`config.mk`:
```
export PLATFORM = sky130hd
export DESIGN_NAME = ticu_top
export DESIGN_NICKNAME = d
export VERILOG_FILES = /design/src/ticu_filter.v /design/src/ticu_edge.v /design/src/ticu_top.v
export VERILOG_INCLUDE_DIRS = /design/src
export SDC_FILE = /design/constraint.sdc
export NUM_CORES = 1
export LEC_CHECK = 0
export ABC_AREA = 1
export BUFFER_PORTS_ARGS = -buffer_cell sky130_fd_sc_hd__clkbuf_2
export CORE_MARGIN = 2
export CORE_UTILIZATION = 54
export DETAILED_ROUTE_END_ITERATION = 10
export PLACE_DENSITY = 0.81
export SLEW_MARGIN = 20
export SYNTH_ARGS = -nofsm -noshare
export SYNTH_HDL_FRONTEND = slang
export SYNTH_SLANG_ARGS = --single-unit
```
`constraint.sdc`:
```
create_clock -name clk_in -period 1.75 [get_ports clk_in]
set_input_delay 0.175 -clock clk_in [delete_from_list [all_inputs] [get_ports clk_in]]
set_output_delay 0.175 -clock clk_in [all_outputs]
set_load 0.01 [all_outputs]
```
`src/ticu_defines.vh`:
```
`ifndef TICU_DEFINES_VH
`define TICU_DEFINES_VH
// printed offsets 0x92 and 0x93 are not multiples of four: kept as indices
`define TICU_IDX_ENFLAGS 8'h92
`define TICU_IDX_EDGESEL 8'h93
`define TICU_IDX_FILTER 8'h94
`define TICU_IDX_TIMER 8'ha0
`define TICU_IDX_RESULT0 8'ha1
`define TICU_IDX_RESULT1 8'ha2
`define TICU_IDX_MODE 8'ha3
`define TICU_RST_BYTE 8'h00
`define TICU_BIT_EN0 4
`define TICU_BIT_EN1 5
`define TICU_BIT_FLAG0 0
`define TICU_BIT_FLAG1 1
`define TICU_BIT_FEN0 4
`define TICU_BIT_FEN1 5
`define TICU_BIT_CMP_RELOAD 0
`define TICU_BIT_AUTO_RELOAD 1
`define TICU_BIT_CLR_ON_CAP 2
`define TICU_BIT_CAP_IRQ_EN 3
`define TICU_BIT_GLB_IRQ_EN 4
`define TICU_BIT_TIMER_RUN 5
`define TICU_EDGE_FALL 2'b00
`define TICU_EDGE_RISE 2'b01
`define TICU_EDGE_BOTH 2'b10
`define TICU_FILTER_CLKS 4
`endif

```
`src/ticu_filter.v`:
```
`timescale 1ns/1ps
`include "ticu_defines.vh"
module ticu_filter #(
  parameter MIN_CLKS = `TICU_FILTER_CLKS
) (
  // clock and reset
  input wire clk_in,
  input wire sys_rst_in,
  // control
  input wire filter_enable_in,
  input wire raw_in,
  // filtered level
  output reg level_out
);
  reg [2:0] stable_cnt_reg;
  reg last_reg;
  // a new level passes only after MIN_CLKS identical samples
  always @(posedge clk_in) begin
    if (sys_rst_in) begin
      stable_cnt_reg <= 3'h0;
      last_reg <= 1'b0;
      level_out <= 1'b0;
    end else begin
      last_reg <= raw_in;
      if (raw_in != last_reg) begin
        stable_cnt_reg <= 3'h1;
      end else if (stable_cnt_reg < MIN_CLKS[2:0]) begin
        stable_cnt_reg <= stable_cnt_reg + 3'h1;
      end
      if (!filter_enable_in) begin
        level_out <= raw_in;
      end else if (raw_in == last_reg && stable_cnt_reg >= MIN_CLKS[2:0] - 3'h1) begin
        level_out <= raw_in; // [RL2]
      end
    end
  end
endmodule

```
`src/ticu_edge.v`:
```
`timescale 1ns/1ps
`include "ticu_defines.vh"
module ticu_edge (
  // clock and reset
  input wire clk_in,
  input wire sys_rst_in,
  // control
  input wire [1:0] edge_select_in,
  input wire level_in,
  // one-cycle event
  output wire edge_out
);
  reg prev_reg;
  always @(posedge clk_in) begin
    if (sys_rst_in) begin
      prev_reg <= 1'b0;
    end else begin
      prev_reg <= level_in;
    end
  end
  wire rise = level_in & ~prev_reg;
  wire fall = ~level_in & prev_reg;
  // code 11 is reserved and captures nothing
  assign edge_out = (edge_select_in == `TICU_EDGE_FALL) ? fall :
                    (edge_select_in == `TICU_EDGE_RISE) ? rise :
                    (edge_select_in == `TICU_EDGE_BOTH) ? (rise | fall) : 1'b0; // [RL3] [RL5]
endmodule

```
`src/ticu_top.v`:
```
// The AHB-Lite interface to the registers was chosen for this implementation.
`timescale 1ns/1ps
`include "ticu_defines.vh"
// Contract
// [RL1] capture only when compare/reload select and auto-reload enable are both clear
// [RL2] per-channel filter enable bits 5/4 reject pulses shorter than 4 clocks
// [RL3] edge select per channel: 00 falling, 01 rising, 10 both, 11 reserved
// [RL4] channel reacts only while its enable bit (5 ch1, 4 ch0) is set
// [RL5] each channel has its own edge detector sharing one 16-bit timer
// [RL6] qualifying edge copies timer high and low bytes into channel result
// [RL7] qualifying edge on channel n sets flag bit n
// [RL8] interrupt requested only while capture and global irq enables are set
// [RL9] software reads flags to find channel and clears them itself
// [RL10] with auto-clear set, timer resets to zero right after capture
// [RL11] hardware flag set wins over a same-cycle software clear
module ticu_top (
  // clock and reset
  input wire clk_in,
  input wire sys_rst_in,
  // ahb-lite slave
  input wire hsel,
  input wire [31:0] haddr,
  input wire [1:0] htrans,
  input wire hwrite,
  input wire [2:0] hsize,
  input wire [31:0] hwdata,
  input wire hready,
  output reg [31:0] hrdata,
  output wire hreadyout,
  output wire hresp,
  // capture pins
  input wire capture_input_0_in,
  input wire capture_input_1_in,
  // status
  output wire [15:0] timer_value_out,
  output wire capture_irq_out
);
  reg [7:0] enflags_reg;
  reg [7:0] edgesel_reg;
  reg [7:0] filter_reg;
  reg [5:0] mode_reg;
  reg [15:0] timer_reg;
  reg [15:0] result0_reg;
  reg [15:0] result1_reg;
  reg ph_write_reg;
  reg [7:0] ph_idx_reg;

  function [7:0] addr_to_idx;
    input [31:0] a;
    begin
      addr_to_idx = a[9:2];
    end
  endfunction

  // bus: zero wait states, always okay
  assign hreadyout = 1'b1;
  assign hresp = 1'b0;
  wire addr_phase = hsel & hready & htrans[1];

  always @(posedge clk_in) begin
    if (sys_rst_in) begin
      ph_write_reg <= 1'b0;
      ph_idx_reg <= 8'h00;
    end else begin
      ph_write_reg <= addr_phase & hwrite;
      ph_idx_reg <= addr_to_idx(haddr);
    end
  end

  wire wr_en = ph_write_reg;
  wire wr_flags = wr_en && ph_idx_reg == `TICU_IDX_ENFLAGS;

  // capture path
  wire lvl0;
  wire lvl1;
  wire edge0;
  wire edge1;
  ticu_filter #(.MIN_CLKS(`TICU_FILTER_CLKS)) u_filt0 (
    .clk_in(clk_in),
    .sys_rst_in(sys_rst_in),
    .filter_enable_in(filter_reg[`TICU_BIT_FEN0]),
    .raw_in(capture_input_0_in),
    .level_out(lvl0)
  );
  ticu_filter #(.MIN_CLKS(`TICU_FILTER_CLKS)) u_filt1 (
    .clk_in(clk_in),
    .sys_rst_in(sys_rst_in),
    .filter_enable_in(filter_reg[`TICU_BIT_FEN1]),
    .raw_in(capture_input_1_in),
    .level_out(lvl1)
  );
  ticu_edge u_edge0 (
    .clk_in(clk_in),
    .sys_rst_in(sys_rst_in),
    .edge_select_in(edgesel_reg[1:0]),
    .level_in(lvl0),
    .edge_out(edge0)
  );
  ticu_edge u_edge1 (
    .clk_in(clk_in),
    .sys_rst_in(sys_rst_in),
    .edge_select_in(edgesel_reg[3:2]),
    .level_in(lvl1),
    .edge_out(edge1)
  );

  wire capture_mode = ~mode_reg[`TICU_BIT_CMP_RELOAD] & ~mode_reg[`TICU_BIT_AUTO_RELOAD]; // [RL1]
  wire cap0 = capture_mode & enflags_reg[`TICU_BIT_EN0] & edge0; // [RL4]
  wire cap1 = capture_mode & enflags_reg[`TICU_BIT_EN1] & edge1; // [RL4]

  always @(posedge clk_in) begin
    if (sys_rst_in) begin
      result0_reg <= 16'h0000;
      result1_reg <= 16'h0000;
    end else begin
      if (cap0) begin
        result0_reg <= timer_reg; // [RL6]
      end
      if (cap1) begin
        result1_reg <= timer_reg; // [RL6]
      end
    end
  end

  // timer: free running while enabled; auto-clear follows the captured value
  always @(posedge clk_in) begin
    if (sys_rst_in) begin
      timer_reg <= 16'h0000;
    end else if ((cap0 | cap1) & mode_reg[`TICU_BIT_CLR_ON_CAP]) begin
      timer_reg <= 16'h0000; // [RL10]
    end else if (wr_en && ph_idx_reg == `TICU_IDX_TIMER) begin
      timer_reg <= hwdata[15:0];
    end else if (mode_reg[`TICU_BIT_TIMER_RUN]) begin
      timer_reg <= timer_reg + 16'h0001;
    end
  end

  // flags: software writes zero to clear; a capture in the same cycle wins
  always @(posedge clk_in) begin
    if (sys_rst_in) begin
      enflags_reg <= `TICU_RST_BYTE;
      edgesel_reg <= `TICU_RST_BYTE;
      filter_reg <= `TICU_RST_BYTE;
      mode_reg <= 6'h00;
    end else begin
      if (wr_flags) begin
        enflags_reg[5:4] <= hwdata[5:4];
        enflags_reg[`TICU_BIT_FLAG0] <= hwdata[0] | cap0; // [RL11] [RL9]
        enflags_reg[`TICU_BIT_FLAG1] <= hwdata[1] | cap1; // [RL11]
      end else begin
        if (cap0) begin
          enflags_reg[`TICU_BIT_FLAG0] <= 1'b1; // [RL7]
        end
        if (cap1) begin
          enflags_reg[`TICU_BIT_FLAG1] <= 1'b1; // [RL7]
        end
      end
      if (wr_en && ph_idx_reg == `TICU_IDX_EDGESEL) begin
        edgesel_reg[3:0] <= hwdata[3:0];
      end
      if (wr_en && ph_idx_reg == `TICU_IDX_FILTER) begin
        filter_reg[5:4] <= hwdata[5:4];
      end
      if (wr_en && ph_idx_reg == `TICU_IDX_MODE) begin
        mode_reg <= hwdata[5:0];
      end
    end
  end

  // shared interrupt line for both channels
  assign capture_irq_out = mode_reg[`TICU_BIT_CAP_IRQ_EN] & mode_reg[`TICU_BIT_GLB_IRQ_EN] &
                           (enflags_reg[`TICU_BIT_FLAG0] | enflags_reg[`TICU_BIT_FLAG1]); // [RL8]
  assign timer_value_out = timer_reg;

  // read data registered at the end of the address phase
  always @(posedge clk_in) begin
    if (sys_rst_in) begin
      hrdata <= 32'h0000_0000;
    end else if (addr_phase & ~hwrite) begin
      case (addr_to_idx(haddr))
        `TICU_IDX_ENFLAGS: hrdata <= {24'h000000, enflags_reg};
        `TICU_IDX_EDGESEL: hrdata <= {24'h000000, edgesel_reg};
        `TICU_IDX_FILTER: hrdata <= {24'h000000, filter_reg};
        `TICU_IDX_TIMER: hrdata <= {16'h0000, timer_reg};
        `TICU_IDX_RESULT0: hrdata <= {16'h0000, result0_reg};
        `TICU_IDX_RESULT1: hrdata <= {16'h0000, result1_reg};
        `TICU_IDX_MODE: hrdata <= {26'h0000000, mode_reg};
        default: hrdata <= 32'h0000_0000;
      endcase
    end
  end
endmodule

```
==> results of run 1 <==
## cell type report
type | count | area (µm²)
clock buffer | 10 | 138
tap | 111 | 139
inverter | 77 | 289
timing repair buffer | 78 | 442
sequential | 101 | 2020
multi-input combinational | 533 | 2620
fill | 862 | 3470
clock inverter | 6 | 77.6
## worst paths after layout
kind	from	end	cells after the start
max	u_filt1.level_out$_SDFFE_PP0P_	result1_reg[15]$_SDFFE_PP0P_	7
min	haddr[8]	ph_idx_reg[6]$_SDFF_PP0_	3
max reg2reg	u_filt1.level_out$_SDFFE_PP0P_	result1_reg[15]$_SDFFE_PP0P_	7
min reg2reg	result0_reg[2]$_SDFFE_PP0P_	result0_reg[2]$_SDFFE_PP0P_	2
## per-layer routing
metal	vias to the layer above	part of all wire
met5	-	0
met4	0	0.032
met3	39	0.068
met2	187	0.50
met1	2262	0.40
li1	2462	-
## logic make-up (layout without fill, tap and decap cells)
kind of cell,Yosys count,in the layout,synth area share
adder cells (fa/ha/maj),9,9,0.0220
AND/OR/NAND/NOR,379,379,0.336
buffers and inverters,120,171,0.107
AO/OA/AOI/OAI,117,117,0.121
XOR/XNOR,10,10,0.0171
flip-flops,101,101,0.395
other,2,18,0.00147
## synthesized netlist by cell type
cell type and instances:
nand4_1 5, nor3_1 4, nor2_1 103, nand2_4 1, nand2_1 148, ha_1 9
nor2_4 5, or2_1 3, clkbuf_1 10, nand3b_1 1, dfxtp_1 101, o21ai_1 7
a21oi_2 7, o211ai_1 2, inv_2 14, xnor2_1 2, and2_1 1, a31oi_1 2
nor3_2 2, buf_4 20, nand2_2 5, nor3_4 2, buf_2 12, or2_0 3
inv_1 63, a21oi_1 77, o21ai_0 22, buf_6 1, conb_1 2, nand4_2 1
and3b_1 1, nand3_2 4, nand3_1 84, xor2_1 8, nor2_2 6
## per-stage QoR
| step | setup slack [ns] | util |
|---|---|---|
| after floorplan | 0.246 | - |
| after global placement | 0.0855 | 0.597 |
| after detailed placement | 0.0200 | 0.597 |
| after CTS | 0.0757 | 0.621 |
| after global routing | 0.000759 | 0.622 |
| final | 0.128 | 0.622 |
## where the power goes
part | leakage [nW] | switching [mW] | internal (mW)
clock | 0.107 | 0.863 | 0.728
sequential | 0.818 | 0.0208 | 2.32
combinational | 1.54 | 0.170 | 0.0785
## placed cells by master, fill, tap and decap left out, drive strengths merged, types with 2 or more instances in the layout
| master | synthesis | layout |
|---|---|---|
| a21oi | 84 | 84 |
| a31oi | 2 | 2 |
| buf | 33 | 14 |
| clkbuf | 10 | 74 |
| conb | 2 | 18 |
| dfxtp | 101 | 101 |
| ha | 9 | 9 |
| inv | 77 | 80 |
| nand2 | 154 | 154 |
| nand3 | 88 | 88 |
| nand4 | 6 | 6 |
| nor2 | 114 | 114 |
| nor3 | 8 | 8 |
| o211ai | 2 | 2 |
| o21ai | 29 | 29 |
| or2 | 6 | 6 |
| xnor2 | 2 | 2 |
| xor2 | 8 | 8 |
## worst register-to-register path: cells and delay by family, from the launching register on
kind	cells	cell delay (ns)
DFF	1	0.36
buffers and inverters	2	0.27
and+or+nand+nor	2	0.20
AOI/OAI and AO/OA	2	0.38
adders and majority gates	1	0.28
## timing repair
item / in CTS / in global routing
hold buffers: 0 / 0
setup buffers: 0 / 0
pin swaps: 0 / 0
hold endpoints to repair: 0 / 0
endpoints found under the setup margin: 4 / 11
resized for setup: 1 / 3
==> metrics.csv, run 1 <==
metric;value;unit
dr.pass1.iters;5;
ir_worst_vdd;433;µV
ant_nets;0;
fin_cells;916;
crit_family;compound AO/OA/AOI/OAI gates;
ctsRootBufferMaster;clkbuf_8;
worst_pin_slew;0.618;ns
grt_util_met2;0.470;
synth_seq_area_share;0.395;
maxSlewViolCount;0;
core;0.00920;mm²
worstPathRequired;2.00;ns
drv_cap;0;
antenna_found_initial;0;
placed_cell_area;0.00549;mm²
period_share;0.927;
period_minus_slack;1.62;ns
clockBufferDepth;2;
drive_above_1_share;0.176;
pin_count;127;
syn_area;0.00511;mm²
via_per_inst;5.40;
wl_per_cell;14.2;µm
fin_skew;0.0100;ns
p_leak;2.47;nW
routed-via-count;4950;
path_buf_inv;2;
port_buffers;64;
synth_top_area_cell;dfxtp_1;
grt-busiest-layer;met2;
synth.top_cell.area_share;0.395;
ff2ff_setup_slack;0.13;ns
routed_wl;13000;µm
nNetsFinal;885;
gp_congestion;0.969;
drt_iter0_drc;256;
hold_viol;0;
critical_path_class;flop to flop;
crit_chain;inv_1 -> ha_1 -> o211ai_1 -> nand3_2 -> buf_12 -> a21oi_1 -> nor2_1;
gr-total-overflow;0;
remaining_drc_errors;0;
die_area;0.0103;mm²
fp.dieW;101;µm
use_met3;0.0407;
fmax;0.616;GHz
dp_cells;900;
hold_class;primary input to flop;
power;4.18;mW
synth.top_cells.by_area;dfxtp_1 (40%), nand2_1 (11%), nand3_1 (8.2%);
cts_inserted_buffers;9;
syn_avg_cell_area;6.93;µm²
slew_headroom;0.588;
grt_first_pass_wirelength;21200;µm
worstPathArrival;1.87;ns
grtUsageTotal;0.264;
htree_levels;3;
synthCells;738;
cp_max_fo;33;
cpPeakStageDelay;0.36;ns
dp_hpwl;9740;µm
clock_latency;0.38;ns
slowest_stage;dfxtp_2;
synth-seq-cells;101;
powerDensity;731;mW/mm²
ys_types;35;
status;finished, final reports clean;
antenna_cells_inserted;0;
grt_max_degree;62;
cts_tree;yes;
fin_area;0.00572;mm²
clk_pin_slew;0.10;ns
yosysWarnings;0;
row_count;35;
grt_use_met1;0.312;
cts.sinks;101;
cp-start-kind;flop;
crit_path_end_kind;flop;
die_y;101;µm
setup_tns;0;ns
setup_viol;0;
grt_setup_unrepaired;no;
start_util;0.556;
area_delta_synth_final;12.0;%
holdWs;0.00408;ns
grt_pass1_vias;4610;
Note: power is estimated with default switching activity, not from simulation.
==> run 2: changes to the inputs <==
--- a/config.mk
+++ b/config.mk
@@ -12,6 +12,7 @@
 export CORE_UTILIZATION = 54
 export DETAILED_ROUTE_END_ITERATION = 10
 export PLACE_DENSITY = 0.81
+export RECOVER_POWER = 25
 export SLEW_MARGIN = 20
 export SYNTH_ARGS = -nofsm -noshare
 export SYNTH_HDL_FRONTEND = slang
==> run 2 against run 1 <==
Against the previous run:
- clock power about the same
- highest routed layer unchanged
- critical path depth unchanged
- largest power group unchanged
- first-iteration DRC count down 2.3%
- clock-buffer cell count unchanged
- routed wire length down 0.21%
==> metrics.csv, run 2 (synthesis gave the netlist of run 1 again) <==
metric;value;unit;change
fin_area;0.00570;mm²;-0.37%
hold_viol;0;;unchanged
ff2ff_path_depth;7;;unchanged
worstPathRequired;1.99;ns;about the same
grt_max_degree;62;;unchanged
core;0.00920;mm²;unchanged
mostFrequentLayoutCells;nand2_1 (148), nor2_1 (103), dfxtp_1 (100);;
drv_cap;0;;unchanged
p_seq_frac;0.561;;about the same
cts_inserted_buffers;9;;unchanged
wl_per_cell;14.2;µm;-0.21%
pin_count;127;;unchanged
worst_pin_slew;0.824;ns;+0.206 ns
fp.dieW;101;µm;unchanged
routed-via-count;4992;;+0.85%
ant_nets;0;;unchanged
crit_path_end_kind;flop;;
fin_skew;0.00965;ns;-0.000353 ns
cts.sinks;101;;unchanged
holdPathStages;3;;unchanged
ctsRootBufferMaster;clkbuf_8;;
ff2ff_setup_slack;0.13;ns;about the same
cp-start-kind;flop;;
clockBufferDepth;2;;unchanged
clk_pin_slew;0.10;ns;about the same
hp-start;haddr[8];;
dr.pass1.iters;5;;unchanged
routed_wl;13000;µm;-0.21%
worstPathArrival;1.87;ns;about the same
die_y;101;µm;unchanged
fmax;0.616;GHz;-0.11%
min_to;ph_idx_reg[6]$_SDFF_PP0_;;
power.switching;1.05;mW;-0.18%
multiInputGateArea;0.00262;mm²;unchanged
htree_levels;3;;unchanged
rr_startpoint;u_filt1.level_out$_SDFFE_PP0P_;;
power;4.18;mW;about the same
antenna_cells_inserted;0;;unchanged
grtUsageTotal;0.264;;unchanged
num-fill-cells;877;;+1.7%
grt_first_pass_wirelength;21200;µm;unchanged
hold_class;primary input to flop;;
period_share;0.928;;+0.00100
intPower;3.13;mW;about the same
p_leak;2.41;nW;-2.1%
port_buffers;64;;unchanged
setup_tns;0;ns;unchanged
clock_power_share;0.380;;about the same
grt_setup_unrepaired;no;;
combPwrFrac;0.059;;about the same
die_area;0.0103;mm²;unchanged
placed_cell_area;0.00549;mm²;unchanged
setup_viol;0;;unchanged
clock_latency;0.38;ns;about the same
grt_pass1_vias;4610;;unchanged
gp_congestion;0.969;;unchanged
area_delta_synth_final;11.6;%;
final_common_cell;nand2_1;;
drive_above_1_share;0.158;;-0.0186
row_count;35;;unchanged
via_per_inst;5.45;;+0.85%
slew_headroom;0.451;;-0.137
antenna_found_initial;0;;unchanged
remaining_drc_errors;0;;unchanged
r2r-end;result1_reg[15]$_SDFFE_PP0P_;;
fin_util;0.620;;-0.00231
ff_latch_area;0.00202;mm²;unchanged
cp_max_fo;33;;unchanged
powerDensity;733;mW/mm²;+0.30%
p_sw_frac;0.252;;-0.000273
drt_iter0_drc;250;;-2.3%
maxSlewViolCount;0;;unchanged
period_minus_slack;1.62;ns;+0.00176 ns
start_util;0.556;;unchanged
gr-total-overflow;0;;unchanged
ir_worst_vdd;433;µV;about the same
nNetsFinal;885;;unchanged
dp_hpwl;9740;µm;unchanged
cts_tree;yes;;
status;finished, final reports clean;;
critical_path_class;flop to flop;;
## run 2: layer usage
metal	GRT usage	routed length (µm)
met1	0.312	5100
met2	0.470	6500
met3	0.0407	976
met4	0.123	431
met5	0	0
## run 2: worst max-delay path, cell delays in order, from the launching register on
cell and delay (ns):
dfxtp_2 0.36, inv_1 0.06, ha_1 0.28, o211ai_1 0.20, nand3_2 0.14, buf_12 0.21
a21oi_1 0.18, nor2_1 0.06
## run 2: layout make-up
type	count	area share
Clock buffer	10	0.0241
Tap cell	111	0.0244
Sequential cell	101	0.355
Inverter	77	0.0507
Multi-Input combinational cell	533	0.459
Clock inverter	6	0.0136
Timing Repair Buffer	78	0.0737
## run 2: power by group through the flow
| stage | clock, mW | sequential, mW | combinational (mW) |
|---|---|---|---|
| after floorplan | 0 | 2.39 | 0.193 |
| after global placement | 0 | 2.40 | 0.235 |
| after detailed placement | 0 | 2.40 | 0.245 |
| after CTS | 1.61 | 2.34 | 0.247 |
| after global routing | 1.72 | 2.35 | 0.281 |
| final | 1.59 | 2.35 | 0.248 |
## run 2: repair_timing
item	CTS	global route
gates resized for setup	1	3
hold buffers	0	0
endpoints found under the hold margin	0	0
setup endpoints to repair	4	11
buffers inserted	0	0
## run 2: stage by stage
stage               cells  hold WS [ns]  setup slack, ns
floorplan             754         0.282            0.246
global placement      900         0.396           0.0855
detailed placement    900         0.399           0.0200
CTS                   916      0.000148           0.0757
global route          916        0.0146         0.000729
finish                916       0.00417            0.126
## run 2: worst max-delay path by stage
stage | depth (start not counted) | startpoint | slack (ns) | endpoint
CTS | 8 | u_filt1.level_out$_SDFFE_PP0P_ | 0.08 | timer_value_out[1]$_SDFFE_PP0P_
global route | 7 | u_filt0.level_out$_SDFFE_PP0P_ | 0.0007 | result0_reg[5]$_SDFFE_PP0P_
floorplan | 9 | u_filt1.level_out$_SDFFE_PP0P_ | 0.25 | timer_value_out[1]$_SDFFE_PP0P_
global placement | 8 | u_filt1.level_out$_SDFFE_PP0P_ | 0.09 | timer_value_out[1]$_SDFFE_PP0P_
finish | 7 | u_filt1.level_out$_SDFFE_PP0P_ | 0.13 | result1_reg[15]$_SDFFE_PP0P_
detailed placement | 8 | u_filt1.level_out$_SDFFE_PP0P_ | 0.02 | timer_value_out[1]$_SDFFE_PP0P_
